### config.mk
export PLATFORM = sky130hd
export DESIGN_NAME = ltd_debug_status
export DESIGN_NICKNAME = d
export VERILOG_FILES = /design/src/design/ltd_pkg.sv /design/src/design/ltd_debug_status.sv
export SDC_FILE = /design/constraint.sdc
export NUM_CORES = 1
export LEC_CHECK = 0
export ABC_CLOCK_PERIOD_IN_PS = 5200
export BUFFER_PORTS_ARGS = -buffer_cell sky130_fd_sc_hd__buf_2
export CORE_UTILIZATION = 47
export CTS_BUF_LIST = sky130_fd_sc_hd__clkbuf_2
export DETAILED_ROUTE_END_ITERATION = 16
export HOLD_SLACK_MARGIN = 0.03
export PLACE_DENSITY_LB_ADDON = 0.05
export SYNTH_ARGS = -nofsm -noshare
export SYNTH_HDL_FRONTEND = slang
export SYNTH_SLANG_ARGS = --single-unit
### constraint.sdc
create_clock -name clk -period 5.2 [get_ports clk]
set_input_delay 0.52 -clock clk [delete_from_list [all_inputs] [get_ports clk]]
set_output_delay 0.52 -clock clk [all_outputs]
set_load 0.05 [all_outputs]
### src/design/ltd_pkg.sv
// Package of constants and carrier types for the link training debug status block
package ltd_pkg;

    localparam int LANES = 8;
    localparam int FILL_W = 3;
    localparam int PARAM_W = 16;

    // Training state codes that matter here
    localparam logic [4:0] ST_CFG_IDLE = 5'h0b;
    localparam logic [4:0] ST_REC_IDLE = 5'h0e;

    // Idle symbols needed for a run
    localparam logic [3:0] IDLE_RUN_LEN = 4'h8;

    // One-hot lane width codes
    localparam logic [3:0] WIDTH_X1 = 4'h1;
    localparam logic [3:0] WIDTH_X2 = 4'h2;
    localparam logic [3:0] WIDTH_X4 = 4'h4;
    localparam logic [3:0] WIDTH_X8 = 4'h8;

    // APB byte offsets
    localparam logic [7:0] OFS_CTRL = 8'h00;
    localparam logic [7:0] OFS_STAT_LO = 8'h04;
    localparam logic [7:0] OFS_STAT_MID = 8'h08;
    localparam logic [7:0] OFS_STAT_HI = 8'h0c;
    localparam logic [7:0] OFS_ERR = 8'h10;

    // Control register fields and reset values
    localparam int CTRL_LANE0_LSB = 0;
    localparam int CTRL_LANE0_W = 3;
    localparam logic [2:0] CTRL_LANE0_RST = 3'h0;
    localparam logic [31:0] RDATA_RST = 32'h0000_0000;

    typedef struct packed {
        logic [LANES-1:0] valid;
        logic [LANES-1:0] is_idle_data;
    } ltd_sym_type;

    typedef struct packed {
        logic [LANES-1:0] valid;
        logic [LANES-1:0] link_pad;
        logic [LANES-1:0] lane_pad;
        logic [LANES-1:0][PARAM_W-1:0] param;
    } ltd_ts_type;

    typedef struct packed {
        logic [LANES-1:0] push;
        logic [LANES-1:0] pop;
    } ltd_dsk_type;

    // Debug status bits 127 down to 48
    typedef struct packed {
        logic [LANES-1:0] deskew_err;
        logic [LANES-1:0][FILL_W-1:0] deskew_fill;
        logic [3:0] reserved;
        logic [3:0] lane_width;
        logic [7:0] ts_same_count;
        logic [LANES-1:0] lane_pad_seen;
        logic [LANES-1:0] link_pad_seen;
        logic [LANES-1:0] idle_run_alt;
        logic [LANES-1:0] idle_symbol_run_seen;
    } ltd_dbg_type;

endpackage

### src/design/ltd_debug_status.sv
// Debug status bits 127:48 of an eight-lane link core, with APB register view
`timescale 1ns/10ps
module ltd_debug_status
    import ltd_pkg::*;
#(
    parameter int FIFO_DEPTH = 7
) (
    input wire logic clk,
    input wire logic rst,
    input wire logic ce,
    // Link core side
    input wire logic [4:0] train_state,
    input wire logic [1:0] width_log2,
    input wire ltd_sym_type sym_in,
    input wire ltd_ts_type ts_in,
    input wire ltd_dsk_type dsk_in,
    output ltd_dbg_type debug_status,
    output logic rx_port_err,
    output logic retrain_req,
    // APB slave
    input wire logic psel,
    input wire logic penable,
    input wire logic pwrite,
    input wire logic [7:0] paddr,
    input wire logic [31:0] pwdata,
    output logic [31:0] prdata,
    output logic pready,
    output logic pslverr
);

    if (FIFO_DEPTH < 1 || FIFO_DEPTH > (1 << FILL_W) - 1) begin : g_bad_depth
        $error("FIFO_DEPTH must fit the three-bit fill count");
    end

    localparam logic [FILL_W-1:0] FILL_MAX = FILL_W'(FIFO_DEPTH);

    function automatic logic [FILL_W-1:0] fill_next(
        input logic [FILL_W-1:0] fill,
        input logic push,
        input logic pop
    );
        logic [FILL_W-1:0] res;
        res = fill;
        if (push && !pop && fill != FILL_MAX) begin
            res = fill + FILL_W'(1);
        end else if (pop && !push && fill != '0) begin
            res = fill - FILL_W'(1);
        end
        return res;
    endfunction

    // State tracking
    logic [4:0] state_q;
    logic state_seen_q;
    wire state_change = state_seen_q && (train_state != state_q);
    wire in_idle_state = (train_state == ST_CFG_IDLE) || (train_state == ST_REC_IDLE);

    always_ff @(posedge clk or posedge rst) begin
        if (rst) begin
            state_q <= '0;
            state_seen_q <= 1'b0;
        end else if (ce) begin
            state_q <= train_state;
            state_seen_q <= 1'b1;
        end
    end

    // Software control
    logic [CTRL_LANE0_W-1:0] lane0_sel_q;

    // Idle symbol runs per lane
    logic [LANES-1:0][3:0] run_q;
    logic [LANES-1:0][3:0] run_d;
    logic [LANES-1:0] idle_seen_q;
    logic [LANES-1:0] idle_seen_d;

    always_comb begin
        for (int i = 0; i < LANES; i++) begin
            run_d[i] = run_q[i];
            idle_seen_d[i] = idle_seen_q[i];
            if (!in_idle_state || state_change) begin
                run_d[i] = '0;
                idle_seen_d[i] = 1'b0;
            end else if (sym_in.valid[i]) begin
                if (!sym_in.is_idle_data[i]) begin
                    run_d[i] = '0;
                end else if (run_q[i] != IDLE_RUN_LEN) begin
                    run_d[i] = run_q[i] + 4'h1;
                end
                if (sym_in.is_idle_data[i] && run_q[i] == IDLE_RUN_LEN - 4'h1) begin
                    idle_seen_d[i] = 1'b1;
                end
            end
        end
    end

    // PAD detection per lane
    wire [LANES-1:0] link_pad_hit = ts_in.valid & ts_in.link_pad;
    wire [LANES-1:0] lane_pad_hit = ts_in.valid & ts_in.lane_pad;
    logic [LANES-1:0] link_pad_q;
    logic [LANES-1:0] lane_pad_q;
    wire [LANES-1:0] link_pad_d = state_change ? '0 : (link_pad_q | link_pad_hit);
    wire [LANES-1:0] lane_pad_d = state_change ? '0 : (lane_pad_q | lane_pad_hit);

    // Identical TS count on logical lane zero
    wire lane0_ts = ts_in.valid[lane0_sel_q];
    wire [PARAM_W-1:0] lane0_param = ts_in.param[lane0_sel_q];
    logic [PARAM_W-1:0] last_param_q;
    logic last_valid_q;
    logic [7:0] ts_count_q;
    wire ts_same = last_valid_q && (lane0_param == last_param_q);
    wire [7:0] ts_count_d = state_change ? 8'h00 :
                            !lane0_ts ? ts_count_q :
                            ts_same ? ts_count_q + 8'h01 : 8'h01;

    always_ff @(posedge clk or posedge rst) begin
        if (rst) begin
            last_param_q <= '0;
            last_valid_q <= 1'b0;
        end else if (ce) begin
            if (state_change) begin
                last_valid_q <= 1'b0;
            end else if (lane0_ts) begin
                last_param_q <= lane0_param;
                last_valid_q <= 1'b1;
            end
        end
    end

    // Lane width one-hot
    wire [3:0] width_onehot = (width_log2 == 2'h0) ? WIDTH_X1 :
                              (width_log2 == 2'h1) ? WIDTH_X2 :
                              (width_log2 == 2'h2) ? WIDTH_X4 : WIDTH_X8;

    // Deskew fill and overflow
    logic [LANES-1:0][FILL_W-1:0] fill_q;
    logic [LANES-1:0][FILL_W-1:0] fill_d;
    logic [LANES-1:0] ovf_hit;

    always_comb begin
        for (int i = 0; i < LANES; i++) begin
            fill_d[i] = fill_next(fill_q[i], dsk_in.push[i], dsk_in.pop[i]);
            ovf_hit[i] = dsk_in.push[i] && !dsk_in.pop[i] && fill_q[i] == FILL_MAX;
        end
    end

    logic [LANES-1:0] err_q;
    logic [LANES-1:0] err_clr;
    wire [LANES-1:0] err_d = (err_q & ~err_clr) | ovf_hit;

    // Idle run counters and flags
    always_ff @(posedge clk or posedge rst) begin
        if (rst) begin
            run_q <= '0;
            idle_seen_q <= '0;
        end else if (ce) begin
            run_q <= run_d;
            idle_seen_q <= idle_seen_d;
        end
    end

    // Sticky PAD flags
    always_ff @(posedge clk or posedge rst) begin
        if (rst) begin
            link_pad_q <= '0;
            lane_pad_q <= '0;
        end else if (ce) begin
            link_pad_q <= link_pad_d;
            lane_pad_q <= lane_pad_d;
        end
    end

    // Identical TS count
    always_ff @(posedge clk or posedge rst) begin
        if (rst) begin
            ts_count_q <= '0;
        end else if (ce) begin
            ts_count_q <= ts_count_d;
        end
    end

    // Deskew fill and sticky overflow flags
    always_ff @(posedge clk or posedge rst) begin
        if (rst) begin
            fill_q <= '0;
            err_q <= '0;
        end else if (ce) begin
            fill_q <= fill_d;
            err_q <= err_d;
        end
    end

    // Per physical lane fill views
    wire [FILL_W-1:0] deskew_fill_lane_zero = fill_d[0];
    wire [FILL_W-1:0] deskew_fill_lane_one = fill_d[1];
    wire [FILL_W-1:0] deskew_fill_lane_two = fill_d[2];
    wire [FILL_W-1:0] deskew_fill_lane_three = fill_d[3];
    wire [FILL_W-1:0] deskew_fill_lane_four = fill_d[4];
    wire [FILL_W-1:0] deskew_fill_lane_five = fill_d[5];
    wire [FILL_W-1:0] deskew_fill_lane_six = fill_d[6];
    wire [FILL_W-1:0] deskew_fill_lane_seven = fill_d[7];

    // Status output image
    ltd_dbg_type dbg_d;
    always_comb begin
        dbg_d.deskew_err = err_d;
        dbg_d.deskew_fill = {deskew_fill_lane_seven, deskew_fill_lane_six,
            deskew_fill_lane_five, deskew_fill_lane_four, deskew_fill_lane_three,
            deskew_fill_lane_two, deskew_fill_lane_one, deskew_fill_lane_zero};
        dbg_d.reserved = 4'h0;
        dbg_d.lane_width = width_onehot;
        dbg_d.ts_same_count = ts_count_d;
        dbg_d.lane_pad_seen = lane_pad_d;
        dbg_d.link_pad_seen = link_pad_d;
        dbg_d.idle_run_alt = idle_seen_d;
        dbg_d.idle_symbol_run_seen = idle_seen_d;
    end

    always_ff @(posedge clk or posedge rst) begin
        if (rst) begin
            debug_status <= '{lane_width: WIDTH_X1, default: '0};
        end else if (ce) begin
            debug_status <= dbg_d;
        end
    end

    // One-cycle error and retrain pulses
    always_ff @(posedge clk or posedge rst) begin
        if (rst) begin
            rx_port_err <= 1'b0;
            retrain_req <= 1'b0;
        end else if (ce) begin
            rx_port_err <= |ovf_hit;
            retrain_req <= |ovf_hit;
        end
    end

    // APB decode
    wire setup = psel && !penable;
    wire hit_ctrl = paddr == OFS_CTRL;
    wire hit_lo = paddr == OFS_STAT_LO;
    wire hit_mid = paddr == OFS_STAT_MID;
    wire hit_hi = paddr == OFS_STAT_HI;
    wire hit_err = paddr == OFS_ERR;
    wire hit_any = hit_ctrl | hit_lo | hit_mid | hit_hi | hit_err;
    wire access_done = psel && penable && pready;
    wire wr_done = access_done && pwrite && !pslverr;
    wire [79:0] dbg_bits = debug_status;

    assign err_clr = (wr_done && hit_err) ? pwdata[LANES-1:0] : '0;

    // Read words, upper status word padded with zero
    wire [31:0] rd_ctrl = {29'h0, lane0_sel_q};
    wire [31:0] rd_lo = dbg_bits[31:0];
    wire [31:0] rd_mid = dbg_bits[63:32];
    wire [31:0] rd_hi = {16'h0, dbg_bits[79:64]};
    wire [31:0] rd_err = {24'h0, err_q};

    wire [31:0] rd_mux = hit_ctrl ? rd_ctrl :
                         hit_lo ? rd_lo :
                         hit_mid ? rd_mid :
                         hit_hi ? rd_hi :
                         hit_err ? rd_err : RDATA_RST;

    always_ff @(posedge clk or posedge rst) begin
        if (rst) begin
            pready <= 1'b0;
            pslverr <= 1'b0;
            prdata <= RDATA_RST;
        end else if (ce) begin
            pready <= setup;
            pslverr <= setup && !hit_any;
            prdata <= (setup && !pwrite) ? rd_mux : RDATA_RST;
        end
    end

    // Logical lane zero select, written at the access edge
    always_ff @(posedge clk or posedge rst) begin
        if (rst) begin
            lane0_sel_q <= CTRL_LANE0_RST;
        end else if (ce) begin
            if (wr_done && hit_ctrl) begin
                lane0_sel_q <= pwdata[CTRL_LANE0_LSB +: CTRL_LANE0_W];
            end
        end
    end

endmodule

; Yosys cells after proc, flatten, opt, wreduce, memory -nomap -nowiden
; Cells that the tools add are included.
[classes]
add_sub_neg = 25
magnitude_cmp = 1
n_eq_ne = 50
mux = 93
bitwise = 12
reduce_logical = 145
[ops]
columns = operator, n
row1 = two-way mux 4 bit, 35
row2 = two-way mux 32 bit, 4
row3 = logical AND 1 bit, 59
row4 = two-way mux 8 bit, 7
row5 = AND reduction 3 bit, 17
row6 = nonzero test 2 bit, 25
row7 = binary-select mux 16 bit (select 3 bit), 1
row8 = two-way mux 3 bit, 16
row9 = adder 4 x 1 -> 4 bit (second input constant), 8
row10 = == test 4 x 3 -> 1 bit (second input constant), 8
row11 = two-way mux 16 bit, 2
row12 = != test 4 bit (second input constant), 8
row13 = two-way mux 1 bit, 27
row14 = adder 3 x 1 -> 3 bit (second input constant), 8
row15 = bitwise AND 8 bit, 3
row16 = == test 3 bit (second input constant), 8
row17 = != test 3 x 1 -> 1 bit (second input constant), 8
row18 = != test 3 bit (second input constant), 8
row19 = bitwise OR 8 bit, 3
row20 = nonzero test 3 bit, 8
row21 = subtractor 3 x 1 -> 3 bit (second input constant), 8
row22 = logical NOT 1 bit, 21
row23 = AND reduction 2 bit, 10
row24 = == test 16 bit, 1
row25 = 17 further kinds, 23
[totals]
ff_bits = 161
in_bits = 237
wordCells = 364

; Longest topological paths before layout
[logic_depth]
ltp_word = 9
ltp_mapped = 10
ltp_nobuf = 7

; Worst setup path after synthesis
; OpenSTA, ideal clock, no wires.
[synth_timing]
path_type = input-to-reg
startpoint = input port paddr[6]
endpoint = register prdata[16]
setup_ps = 83
arrival_ps = 2349
t_required_ps = 5117
setup_slack_ps = 2768
path_stages = 8
n_path_buf = 3
cell_sequence = or4_1 > nor3_2 > and3b_1 > clkbuf_1 > buf_2 > buf_2 > a22oi_1 > o22ai_1
[synth_via]
elab_chain_cells = 5
elab_cells_between_ends = 7
classes_between = eq/ne: 2 / mux: 4 / reduce/logical: 1
[synth_rtl]
columns = element, line
row1 = start: declaration, ltd_debug_status.sv:24  ; input wire logic [7:0] paddr,
row2 = == test 8 x 4 -> 1 bit, ltd_debug_status.sv:242  ; wire hit_mid = paddr == OFS_STAT_MID;
row3 = two-way mux 32 bit, ltd_debug_status.sv:261  ; hit_mid ? rd_mid :
row4 = two-way mux 32 bit, ltd_debug_status.sv:260  ; hit_lo ? rd_lo :
row5 = two-way mux 32 bit (*), ltd_debug_status.sv:259  ; wire [31:0] rd_mux = hit_ctrl ? rd_ctrl :
row6 = two-way mux 32 bit (*), ltd_debug_status.sv:273  ; prdata <= (setup && !pwrite) ? rd_mux : RDATA_RST;
row7 = end signal: assignment, ltd_debug_status.sv:273
row8 = end: declaration, ltd_debug_status.sv:26  ; output logic [31:0] prdata,
; Mark *: on every way between the ends. The rest lies on a longest branch, timed or not.
; A chain may end at the register's enable or synchronous reset.

; Worst setup path in the final report
[layout_timing]
startpoint = register lane0_sel_q[0]
endpoint = register debug_status[35] in the netlist's numbering
[layout_via]
elab_chain_cells = 7
elab_cells_between_ends = 11
classes_between = eq/ne: 1 / mux: 7 / reduce/logical: 3
[layout_rtl]
columns = element, line
row1 = start: declaration, ltd_debug_status.sv:69  ; logic [CTRL_LANE0_W-1:0] lane0_sel_q;
row2 = start signal: assignment, ltd_debug_status.sv:283  ; lane0_sel_q <= pwdata[CTRL_LANE0_LSB +: CTRL_LANE0_W];
row3 = binary-select mux 16 bit (select 3 bit), ltd_debug_status.sv:107  ; wire [PARAM_W-1:0] lane0_param = ts_in.param[lane0_sel_q];
row4 = two-way mux 16 bit (implied by the code), ltd_debug_status.sv:107
row5 = == test 16 bit, ltd_debug_status.sv:111  ; wire ts_same = last_valid_q && (lane0_param == last_param_q);
row6 = logical AND 1 bit, ltd_debug_status.sv:111
row7 = two-way mux 8 bit, ltd_debug_status.sv:114  ; ts_same ? ts_count_q + 8'h01 : 8'h01;
row8 = two-way mux 8 bit, ltd_debug_status.sv:113  ; !lane0_ts ? ts_count_q :
row9 = two-way mux 8 bit, ltd_debug_status.sv:112  ; wire [7:0] ts_count_d = state_change ? 8'h00 :
row10 = end signal: assignment, ltd_debug_status.sv:223  ; debug_status <= dbg_d;
row11 = end: declaration, ltd_debug_status.sv:17  ; output ltd_dbg_type debug_status,
; Several ways; a longest one is shown, not always the timed one. The select of a mux whose other input is x is not followed.

==> impl_results.md <==
* Status: finished clean
* Simple-gate portion of the synthesized area at 13.56%
* Register area share after synthesis at 42.24%
* Synth area leader: dfrtp_1
* Die area at 20870 um2
* Total CTS buffers at 17
* Dpl cells at 1504
* Vias at 8859
* Mux share of post-synthesis cell area at approximately an eighth
* Initial Utilization at 48.54%
* Critical Path Start Type: register
* Syn Area/Cell at 9.928 um2
* CTS root buffer: clkbuf_2
* Met1 Use GR at around a third
* Pwr/cell area at between 300 and 400 nW/um2
* Post-route ant nets at 0
* Synthesis-to-layout area growth at 26.53%
* Dpl hpwl at ~21 mm
* Final Max Slew Viols at 0
* I/O Pins at 353
* Setup TNS at 0 ns
* Final Hold Fails at 0
* Cell family contributing the most delay on the critical path: simple AND/OR/NAND/NOR gates
* Unrepaired setup endpoints after global routing: false
* Final setup viols at 0
* FF-to-FF setup slack at 1.98 ns
* Total track usage at 27.15%
* Crit-path max cell delay at 0.89 ns
* Crit-path cells: mux4_1, mux2i_1, xnor2_1, nand4_1, nor4_2, nand4_1, o21ai_1
* Largest family of logic cells by synthesized area: compound AO/OA/AOI/OAI gates
* Post-Synth XOR/XNOR Area at 4.131%
* Crit path buf inv count at 0
* Clock latency at the later pin of the worst-skew pair at approximately 0.74 ns
* Max VDD drop at 132.0 uV
* Actual slew at the worst max-slew pin at 1.040 ns
* Port Buffers at 324
* Setup crit end kind: register
* Max_cap viols at 0
* Netlist Area Pre-Place at 9540 um2
* Syn. warnings at 0
* Final routed DRC violation total at 0
* Num rows at 51
* Largest cells by area after synthesis: dfrtp_1, mux2i_1, inv_1, xnor2_1, o21ai_0
* Grt met2 use at 45.47%
* Wirelength per Cell at 17.78 um
* Via-to-Cell Ratio at 5.561
* Number of synthesized flops with an enable pin at 0
* Final period util at between 60% and 70%
* Final GP Congestion at 0.8921
* Cells after synthesis at 961
* Core area at 19650 um2
* Pleak at 0.005539 uW
* Fill cells at 1755
* Worst EP arrival at 3.89 ns
* Share of cells above drive strength 1 at between 30 and 40%
* GR peak layer: met2
* Clock transition at the registers of the reported paths at 0.22 ns
* NumNets Final at around 1600
* Critical Path Most Common Cell: nand4_1
* First-pass GRT wire length at ~43 mm
* Reg area at 4033 um2
* H-tree depth at 4
* Final Power at 3926 uW
* Routed wire length at 28.32 mm
* Fmax at around 310 MHz
* Share of Yosys cell area claimed by the top area cell type at a little over two fifths
* Vias in the first global route at 8213
* Largest net degree at the start of global routing at 63
* Die H at 144.5 um
* Clock sinks at 161
* Crit-path max FO at 28
* Post-synth cell types at 61
* Initial antenna violation count at 3
* WP data required at 5.86 ns
* Crit-path slowest cell: dfrtp_2
* Total gr overflow at 0
* Non-Filler Instances at approximately 1600
* CTS resizes at 0
* Synth Register Bits at 161
* Crit path time final at approximately 3.2 ns
* CP Class: reg2reg
* Skew final at 0.04291 ns
* CTS tree: built
* Met3 GRT Util at 4.768%
* Hold/Removal Path Class: in2reg
* Slew headroom at 30.66%
* Iteration-0 DRC Markers at 418
* Multi-input gate area in the final layout at 4845 um2
* Adder-cell share of the synthesized area at under 10%
* Die Width at 144.5 um
* Synth Area in Compound Gates at 17.23%
* Clk buf depth at 2
* Ys flop type: dfrtp_1
* Pre-antenna DRT Iters at 5
* Post-synth ARST share at between 90% and 100%
power breakdown:
part           internal [uW]  total (uW)  switching [uW]
combinational            505        1430             925
clock                    281         755             474
sequential              1450        1740             291
placed cells by master (no fill, tap or decap), types with 6 or more instances in the layout:
master,count
mux2i_1,45
nand3_1,21
a221o_1,8
dfrtp_1,158
dlygate4sd3_1,54
mux2_2,24
nor3_1,8
o21ai_0,61
ha_1,17
xor2_1,10
nor2b_1,11
clkbuf_2,18
nor3b_1,14
inv_1,93
a22o_1,17
a221oi_1,6
nand2_1,63
o31ai_1,8
buf_2,323
o22ai_1,37
nand3b_1,10
nand4_1,14
a41oi_1,8
and4_1,11
xnor2_1,35
mux4_2,11
nor2_1,54
a22oi_1,26
and2_1,10
o21bai_1,8
buf_4,9
a31oi_1,25
a21oi_1,28
fa_1,8
path summary, 6_finish.rpt:
| check | from | end | depth (start not counted) |
|---|---|---|---|
| hold reg to reg | state_seen_q | state_seen_q | 1 |
| setup / recovery | lane0_sel_q[0] | debug_status[35] | 7 |
| max in group asynchronous | rst | lane0_sel_q[1] | 4 |
| setup reg to reg | lane0_sel_q[0] | debug_status[35] | 7 |
| min in group asynchronous | rst | prdata[30] | 3 |
| hold / removal | psel | pslverr | 3 |
cell type report:
type / instances / area share (%)
clock inverter: 14 / 1.513
inverter: 94 / 2.964
sequential: 161 / 33.41
clock buffer: 18 / 0.7463
tap: 265 / 2.747
multi-input combinational: 652 / 40.13
timing repair buffer: 386 / 18.43
antenna: 3 / 0.06219
cells by family (layout without fill, tap and decap cells):
kind of cell	count (synthesis)	in the layout
muxes	86	86
buffers and inverters	151	512
xor gates and xnor gates	45	45
DFF	161	161
and+or+nand+nor	241	241
adders and majority gates	25	25
other	1	7
AOI/OAI and AO/OA	251	251
cells in the mapped netlist (6+ instances only):
library cell  number
a22oi_1           26
mux2i_1           45
a221o_1            8
inv_1             94
a221oi_1           6
mux2_2            24
and4_1            11
fa_1               8
clkbuf_1          29
a22o_1            17
a21oi_1           28
xnor2_1           35
xor2_1            10
a41oi_1            8
o22ai_1           37
a31oi_1           25
o21ai_0           61
o21bai_1           8
o31ai_1            8
nand3b_1          10
nand3_1           21
buf_4             13
nor2_1            54
mux4_2            11
dfrtp_1          160
nor3b_1           14
and2_1            10
nand2_1           63
nand4_1           14
nor3_1             8
ha_1              17
nor2b_1           12
routing by layer:
layer	vias to the layer above	routed length [um]
met5	-	0
met4	0	665
met3	39	1641
met2	336	13960
met1	4292	12050
li1	4192	-
flip-flops by register name, indices dropped and copies added, names as in the netlist:
register / cells
run_q: 32
prdata: 32
pready: 1
state_q: 5
state_seen_q: 1
retrain_req: 1
last_valid_q: 1
lane0_sel_q: 3
pslverr: 1
debug_status: 68
last_param_q: 16
through the flow:
stage / util [%] / setup slack [ns] / area, um2 / hold slack, ns
global route: 61.42 / 1.660 / 12070 / 0.03172
CTS: 61.38 / 1.960 / 12060 / 0.03861
global placement: 57.24 / 1.979 / 11250 / 0.4604
finish: 61.42 / 1.976 / 12070 / 0.1039
detailed placement: 57.24 / 2.000 / 11250 / 0.4548
floorplan: - / 0.3334 / 9552 / 0.4373
timing repair:
action | 4_1_cts | 5_1_grt
endpoints found under the hold margin | 98 | 0
hold buffers | 54 | 0
setup buffers | 0 | 0
worst reg2reg max path: cells and delay by family, from the launching register on:
family | cells | cell delay, ns
AO/OA/AOI/OAI | 1 | 0.19
XOR/XNOR | 1 | 0.15
AND/OR/NAND/NOR | 3 | 1.03
flip-flops | 1 | 0.89
multiplexers | 2 | 0.91
Note: power is estimated with default switching activity, not from simulation.
